<file path="config.mk">
export PLATFORM = sky130hd
export DESIGN_NAME = rsc_reset_state_controller
export DESIGN_NICKNAME = d
export VERILOG_FILES = /design/src/rsc_reset_state_controller.v
export VERILOG_INCLUDE_DIRS = /design/src
export SDC_FILE = /design/constraint.sdc
export NUM_CORES = 1
export LEC_CHECK = 0
export BUFFER_PORTS_ARGS = -buffer_cell sky130_fd_sc_hd__buf_2
export CORE_AREA = 4 4 87 89
export CTS_BUF_LIST = sky130_fd_sc_hd__clkbuf_8
export CTS_CLUSTER_DIAMETER = 80
export DETAILED_ROUTE_END_ITERATION = 10
export DIE_AREA = 0 0 91 93
export GPL_ROUTABILITY_DRIVEN = 1
export PLACE_DENSITY = 0.84
export SYNTH_ARGS = -nofsm -noshare
export SYNTH_HDL_FRONTEND = slang
export SYNTH_SLANG_ARGS = --single-unit
</file>
<file path="constraint.sdc">
create_clock -name I_SYS_CLK -period 3.06 [get_ports I_SYS_CLK]
set_input_delay 0.459 -clock I_SYS_CLK [delete_from_list [all_inputs] [get_ports I_SYS_CLK]]
set_output_delay 0.459 -clock I_SYS_CLK [all_outputs]
set_load 0.01 [all_outputs]
</file>
<file path="src/rsc_consts.vh">
`ifndef RSC_CONSTS_VH
`define RSC_CONSTS_VH

// reset cause one-hot codes
`define RSC_CAUSE_POR       4'h1
`define RSC_CAUSE_PIN       4'h2
`define RSC_CAUSE_LVR       4'h4
`define RSC_CAUSE_WDT       4'h8

// status register bit positions
`define RSC_STAT_PDF_BIT    4
`define RSC_STAT_TO_BIT     5

// status reset value after power-on (only flag bits defined, others zero)
`define RSC_STAT_POR        8'h00

// register default values
`define RSC_ZERO8           8'h00
`define RSC_ONES8           8'hFF
`define RSC_ZERO4           4'h0
`define RSC_WDTC_DEF        8'h53
`define RSC_PORT_DIR_IN     8'hFF
`define RSC_STACK_TOP       4'h0

// selector encodings
`define RSC_SEL_NONE        2'h0
`define RSC_SEL_DEFAULT     2'h1
`define RSC_SEL_RETAIN      2'h2

// interrupt enable bits that also feed interrupt control four
`define RSC_ICF_MSB         3

`endif

</file>
<file path="src/rsc_reset_state_controller.v">
`include "rsc_consts.vh"

// Functional notes
// the time-out and power-down flags live in the status register and follow reset type and mode.
// a power-on reset clears both the time-out and power-down flags.
// a pin or low-voltage reset in fast or slow mode leaves both flags unchanged.
// a watchdog reset in fast or slow mode sets time-out and leaves power-down unchanged.
// a watchdog reset in idle or sleep mode sets both flags.
// after power-on every interrupt source is disabled until software enables it.
// after power-on the watchdog and time-base counters clear and the watchdog starts counting.
// after power-on every timer module is switched off.
// after power-on every port pin is an input.
// after power-on the stack pointer indicates the top of the call stack.
// most registers take fixed defaults, but a watchdog reset in idle or sleep retains them; code retains only int enable, timer on, port dir, WDT ctrl.
// reset cause and power mode form a selector choosing default or retained value.
// a watchdog reset in idle or sleep clears program counter and stack pointer.
module rsc_reset_state_controller (
    input  wire       I_SYS_CLK,
    input  wire       I_RST,
    input  wire       I_POR,
    input  wire       I_EXT_PIN_RST,
    input  wire       I_LOW_VOLTAGE_RST,
    input  wire       I_WDT_TIMEOUT,
    input  wire       I_LOW_POWER_MODE,
    input  wire       I_STATUS_WE,
    input  wire [7:0] I_STATUS_WDATA,
    input  wire       I_INT_EN_WE,
    input  wire [7:0] I_INT_EN_WDATA,
    input  wire       I_TIMER_ON_WE,
    input  wire [7:0] I_TIMER_ON_WDATA,
    input  wire       I_PORT_DIR_WE,
    input  wire [7:0] I_PORT_DIR_WDATA,
    input  wire       I_OPT_MAP_WE,
    input  wire [7:0] I_OPT_MAP_WDATA,
    input  wire       I_PC_LOAD,
    input  wire [7:0] I_PC_WDATA,
    input  wire       I_SP_LOAD,
    input  wire [3:0] I_SP_WDATA,
    output reg  [7:0] O_STATUS,
    output reg        O_TIMEOUT_FLAG,
    output reg        O_POWERDOWN_FLAG,
    output reg  [7:0] O_INT_ENABLE,
    output reg  [3:0] O_INTERRUPT_CONTROL_FOUR,
    output reg  [7:0] O_TIMER_ON,
    output reg  [7:0] O_PORT_DIR,
    output reg  [7:0] O_OPTION_MAPPING_CONTROL,
    output reg  [7:0] O_PROGRAM_COUNTER_LOW,
    output reg  [3:0] O_STACK_PTR,
    output reg  [7:0] O_WATCHDOG_TIMER_CTRL,
    output reg        O_WDT_CLEAR,
    output reg  [1:0] O_RESET_SEL
);

    // two-flop synchronisers for the asynchronous reset sources
    reg  [3:0] cause_meta_ff;
    reg  [3:0] cause_sync_ff;
    reg  [3:0] cause_prev_ff;
    reg        mode_meta_ff;
    reg        mode_sync_ff;

    // decoded event and selector
    wire [3:0] cause_rise;
    reg  [3:0] evt;
    reg  [1:0] nxt_sel;

    // selector: default for all resets except watchdog in idle/sleep
    function [1:0] rsc_sel;
        input [3:0] ev;
        input       low_pwr;
        begin
            if (ev == `RSC_CAUSE_WDT && low_pwr) begin
                rsc_sel = `RSC_SEL_RETAIN;
            end else begin
                rsc_sel = `RSC_SEL_DEFAULT;
            end
        end
    endfunction

    // cause and mode synchronisers with one cycle of edge history
    always @(posedge I_SYS_CLK or posedge I_RST) begin
        if (I_RST) begin
            cause_meta_ff <= `RSC_ZERO4;
            cause_sync_ff <= `RSC_ZERO4;
            cause_prev_ff <= `RSC_ZERO4;
            mode_meta_ff  <= 1'b0;
            mode_sync_ff  <= 1'b0;
        end else begin
            cause_meta_ff <= {I_WDT_TIMEOUT, I_LOW_VOLTAGE_RST, I_EXT_PIN_RST, I_POR};
            cause_sync_ff <= cause_meta_ff;
            cause_prev_ff <= cause_sync_ff;
            mode_meta_ff  <= I_LOW_POWER_MODE;
            mode_sync_ff  <= mode_meta_ff;
        end
    end

    // a held cause counts once, on its rising edge
    assign cause_rise = cause_sync_ff & ~cause_prev_ff;

    // priority among simultaneous causes: power-on, pin, low voltage, watchdog
    always @* begin
        if (cause_rise[0]) begin
            evt = `RSC_CAUSE_POR;
        end else if (cause_rise[1]) begin
            evt = `RSC_CAUSE_PIN;
        end else if (cause_rise[2]) begin
            evt = `RSC_CAUSE_LVR;
        end else if (cause_rise[3]) begin
            evt = `RSC_CAUSE_WDT;
        end else begin
            evt = `RSC_ZERO4;
        end
        nxt_sel = (evt == `RSC_ZERO4) ? `RSC_SEL_NONE : rsc_sel(evt, mode_sync_ff);
    end

    // selector qualifiers shared by the register groups
    wire       any_evt;
    wire       apply_dflt;
    wire       sw_open;

    assign any_evt    = (nxt_sel != `RSC_SEL_NONE);
    assign apply_dflt = (nxt_sel == `RSC_SEL_DEFAULT);
    assign sw_open    = (nxt_sel == `RSC_SEL_NONE); // reset wins over a same-cycle write

    // one-cycle selector pulse and watchdog restart
    always @(posedge I_SYS_CLK or posedge I_RST) begin
        if (I_RST) begin
            O_RESET_SEL <= `RSC_SEL_NONE;
            O_WDT_CLEAR <= 1'b0;
        end else begin
            O_RESET_SEL <= nxt_sel;
            O_WDT_CLEAR <= apply_dflt;
        end
    end

    // status register and its flag copies
    always @(posedge I_SYS_CLK or posedge I_RST) begin
        if (I_RST) begin
            O_STATUS         <= `RSC_STAT_POR;
            O_TIMEOUT_FLAG   <= 1'b0;
            O_POWERDOWN_FLAG <= 1'b0;
        end else begin
            case (evt)
                `RSC_CAUSE_POR: begin
                    O_STATUS         <= `RSC_STAT_POR;
                    O_TIMEOUT_FLAG   <= 1'b0;
                    O_POWERDOWN_FLAG <= 1'b0;
                end
                `RSC_CAUSE_WDT: begin
                    // hardware set wins over a software write in this cycle
                    O_STATUS[`RSC_STAT_TO_BIT] <= 1'b1;
                    O_TIMEOUT_FLAG <= 1'b1;
                    if (mode_sync_ff) begin
                        O_STATUS[`RSC_STAT_PDF_BIT] <= 1'b1;
                        O_POWERDOWN_FLAG <= 1'b1;
                    end
                end
                default: begin
                    // pin and low-voltage resets keep the flags
                    if (I_STATUS_WE) begin
                        O_STATUS         <= I_STATUS_WDATA;
                        O_TIMEOUT_FLAG   <= I_STATUS_WDATA[`RSC_STAT_TO_BIT];
                        O_POWERDOWN_FLAG <= I_STATUS_WDATA[`RSC_STAT_PDF_BIT];
                    end
                end
            endcase
        end
    end

    // registers cleared by every reset, retaining or not
    always @(posedge I_SYS_CLK or posedge I_RST) begin
        if (I_RST) begin
            O_PROGRAM_COUNTER_LOW    <= `RSC_ZERO8;
            O_INTERRUPT_CONTROL_FOUR <= `RSC_ZERO4;
            O_OPTION_MAPPING_CONTROL <= `RSC_ZERO8;
            O_STACK_PTR              <= `RSC_STACK_TOP;
        end else if (any_evt) begin
            O_PROGRAM_COUNTER_LOW    <= `RSC_ZERO8;
            O_INTERRUPT_CONTROL_FOUR <= `RSC_ZERO4;
            O_OPTION_MAPPING_CONTROL <= `RSC_ZERO8;
            O_STACK_PTR              <= `RSC_STACK_TOP; // see R10
        end else begin
            // software loads outside reset cycles
            if (I_PC_LOAD) begin
                O_PROGRAM_COUNTER_LOW <= I_PC_WDATA;
            end
            if (I_SP_LOAD) begin
                O_STACK_PTR <= I_SP_WDATA;
            end
            if (I_OPT_MAP_WE) begin
                O_OPTION_MAPPING_CONTROL <= I_OPT_MAP_WDATA;
            end
            if (I_INT_EN_WE) begin
                O_INTERRUPT_CONTROL_FOUR <= I_INT_EN_WDATA[`RSC_ICF_MSB:0];
            end
        end
    end

    // registers defaulted unless retained by watchdog in low power
    always @(posedge I_SYS_CLK or posedge I_RST) begin
        if (I_RST) begin
            O_INT_ENABLE          <= `RSC_ZERO8;
            O_TIMER_ON            <= `RSC_ZERO8;
            O_PORT_DIR            <= `RSC_PORT_DIR_IN;
            O_WATCHDOG_TIMER_CTRL <= `RSC_WDTC_DEF;
        end else if (apply_dflt) begin
            O_INT_ENABLE          <= `RSC_ZERO8; // see R6
            O_TIMER_ON            <= `RSC_ZERO8;
            O_PORT_DIR            <= `RSC_PORT_DIR_IN;
            O_WATCHDOG_TIMER_CTRL <= `RSC_WDTC_DEF;
        end else if (sw_open) begin
            // a retaining reset leaves this group untouched
            if (I_INT_EN_WE) begin
                O_INT_ENABLE <= I_INT_EN_WDATA;
            end
            if (I_TIMER_ON_WE) begin
                O_TIMER_ON <= I_TIMER_ON_WDATA;
            end
            if (I_PORT_DIR_WE) begin
                O_PORT_DIR <= I_PORT_DIR_WDATA;
            end
        end
    end

endmodule

</file>
==> reports/results.ini <==
[outcome]
status = finished clean

[power_and_ir_drop]
p_switching_uw = 525
p_leak_nw = 1.98
total_power_mw = 2.21
power_frac_seq_pct = 47.0
p_per_area_nw_per_um2 = 602
clock_power_share_pct = 40.9
power.internal_mw = 1.68
switching_share_pct = 23.8
comb_power_share_pct = 12.1
vdd_drop_max_uv = 226

[route]
drc_errors = 0
drtAntennaViolNets = 0
drt_iter0_drc = 60
routedWlPerCell_um = 15.2
vias = 2129
via_per_inst = 4.91
wirelength_um = 6580
drtPass1Iterations = 5

[global_routing]
grt_overflow = 0
grt_antenna_before_repair = 0
grt_max_degree = 73
grt_pass1_vias = 2286
grt_use_total_pct = 16.4
grt_first_pass_wirelength_um = 11000

[floorplanning]
die_area_sq_um = 8460
ios = 135
die_h_um = 93
start_util_pct = 41.4
die_w_um = 91
rows = 30
core_area_sq_um = 6760

[yosys]
netlist_top_cells_area = dfrtp_1 57%, mux2i_1 9.0%, dfstp_2 7.5%
synth_xor_area_share_pct = 0
ys_top_cells_by_count = 64 x dfrtp_1, 41 x nor2_1, 25 x mux2i_1
synth.most_common_cell = dfrtp_1
synth_compound_area_share_pct = 9.36
yosysWarnings = 0
yosysSeqAreaShare_pct = 64.8
synth_top_area_share_pct = 57.3
synth_edf_count = 0
syn_avg_cell_area_sq_um = 12.3
synthAdderAreaFrac_pct = 0
yosys.area.top_type = dfrtp_1
synth_top_family_by_area = simple AND/OR/NAND/NOR gates
ys_seq_elements = 72
synth_area_sq_um = 2800
syn_inst = 227
ys.flop_type = dfrtp_1
muxShareOfSynthArea_pct = 9.36
synthArstFlopShare_pct = 100
synth_cell_type_count = 30
yosys.area_share.simple_pct = 11.1

[worst_setup_path]
cp_max_fo = 24
cp.arrival_ns = 1.85
path_class = reg2reg
crit_slowest_cell = dfrtp_1
rrSetupSlack_ns = 1.46
required_ns = 3.31
crit_buf_inv = 0
startpoint_type = flop
cpLargestDelayFamily = simple AND/OR/NAND/NOR gates
crit_chain = nand2b_2 -> and3_1 -> nand2_2 -> nor2_1
end_kind = flop
worst_path_largest_cell_delay_ns = 0.39

[timing]
fin_tns_setup_ns = 0
fin_skew_ns = 0.00905
min_period_ns = 1.60
worst_slew_pin_slew_ns = 0.881
rsz0062_at_grt = no
setup_viol = 0
slew_headroom_pct = 41.3
finalCritPeriodShare_pct = 52.3
hold_viol_final = 0
fmax_ghz = 0.625
timing.final.max_slew_violations = 0

[placed_design]
gp_congestion = 0.724
io_buffers = 126
hpwlAfterDp_um = 4900

[clocking]
cts.sinks = 72
cts_resized = 0
cts_buffer_depth = 2
cts_setup_buffers = 0
clk_pin_slew_ns = 0.08
insertion_delay_ns = 0.34
hold_buffers = 0
cts_buffers = 9
h-tree-depth = 3
cts_root_buf = clkbuf_8
cts_tree = built

[worst_hold_path]
hold_class = in2reg

[final_layout]
areaGrowthSynthToFinish_pct = 31.2
drive_gt1_share_pct = 44.6
nNetsFinal = 415
diodes = 0

[flow_run]
maxCapViolations = 0

-- cell usage in the layout (no fill, tap or decap), drive strengths merged --
cell | synthesis | routed
a22o | 6 | 6
a22oi | 16 | 16
a32oi | 1 | 1
and2 | 2 | 2
and2b | 1 | 1
and3 | 2 | 2
buf | 18 | 127
bufinv | 0 | 3
clkbuf | 4 | 10
clkinvlp | 0 | 2
conb | 2 | 8
dfrtp | 64 | 64
dfstp | 8 | 8
inv | 2 | 3
mux2 | 1 | 1
mux2i | 25 | 25
nand2 | 14 | 14
nand2b | 5 | 5
nand3 | 1 | 1
nand3b | 1 | 1
nand4 | 1 | 1
nor2 | 41 | 41
o21a | 1 | 1
o21ai | 3 | 3
o22ai | 8 | 8
-- area by class of cell --
class / count / area, sq um
clock buffers: 10 / 138
clock inverters: 6 / 109
fillers: 601 / 3090
inverters: 2 / 7.51
multi-input cells: 137 / 863
flip-flops and latches: 72 / 1810
well taps: 80 / 100
repair buffers: 127 / 638
-- metal layers --
| metal | GRT usage [%] | part of all wire (%) | wire (um) |
|---|---|---|---|
| met1 | 20.3 | 42 | 2780 |
| met2 | 26.4 | 46 | 3040 |
| met3 | 6.28 | 10 | 672 |
| met4 | 5.90 | 1.4 | 89 |
| met5 | 0 | 0 | 0 |
-- power groups by stage --
stage                     Sequential [mW]  Combinational [mW]  Clock, mW
after global routing                 1.05               0.300      0.967
after CTS                            1.04               0.274      0.927
after floorplan                      1.07               0.145          0
after global placement               1.05               0.266          0
final                                1.04               0.268      0.903
after detailed placement             1.05               0.274          0
-- logic make-up after synthesis --
| family | Yosys count |
|---|---|
| flip-flops | 72 |
| multiplexers | 26 |
| AND/OR/NAND/NOR | 68 |
| AO/OA/AOI/OAI | 35 |
| other | 2 |
| buffers and inverters | 24 |
-- state kept, by name (all words and copies together) (netlist names) --
register	flops
O_PORT_DIR	8
cause_sync_ff	4
O_PROGRAM_COUNTER_LOW	8
cause_meta_ff	4
O_OPTION_MAPPING_CONTROL	8
mode_sync_ff	1
O_STATUS	8
O_RESET_SEL	2
O_INT_ENABLE	8
O_STACK_PTR	4
mode_meta_ff	1
O_TIMER_ON	8
O_INTERRUPT_CONTROL_FOUR	4
cause_prev_ff	4
-- final timing paths --
kind,start,endpoint,depth (start not counted)
setup / recovery,cause_sync_ff[0]$_DFF_PP0_,O_PROGRAM_COUNTER_LOW[1]$_DFFE_PP0P_,4
hold / removal,I_LOW_VOLTAGE_RST,cause_meta_ff[2]$_DFF_PP0_,1
setup reg to reg,cause_sync_ff[0]$_DFF_PP0_,O_PROGRAM_COUNTER_LOW[1]$_DFFE_PP0P_,4
hold reg to reg,cause_meta_ff[2]$_DFF_PP0_,cause_sync_ff[2]$_DFF_PP0_,0
max in group asynchronous,I_RST,O_STATUS[1]$_DFFE_PP0P_,3
min in group asynchronous,I_RST,O_STACK_PTR[3]$_DFFE_PP0P_,3
-- through the flow --
stage	hold WS [ns]	setup WS, ns	instances	area [sq um]	utilization (%)
finish	0.228	1.46	434	3670	54.3
global route	0.212	1.29	434	3670	54.3
CTS	0.209	1.43	434	3670	54.3
detailed placement	0.336	1.44	418	3420	50.6
global placement	0.338	1.54	418	3420	50.6
floorplan	0.331	0.789	233	2820	-
No activity file was read; power rests on OpenSTA's default activity.
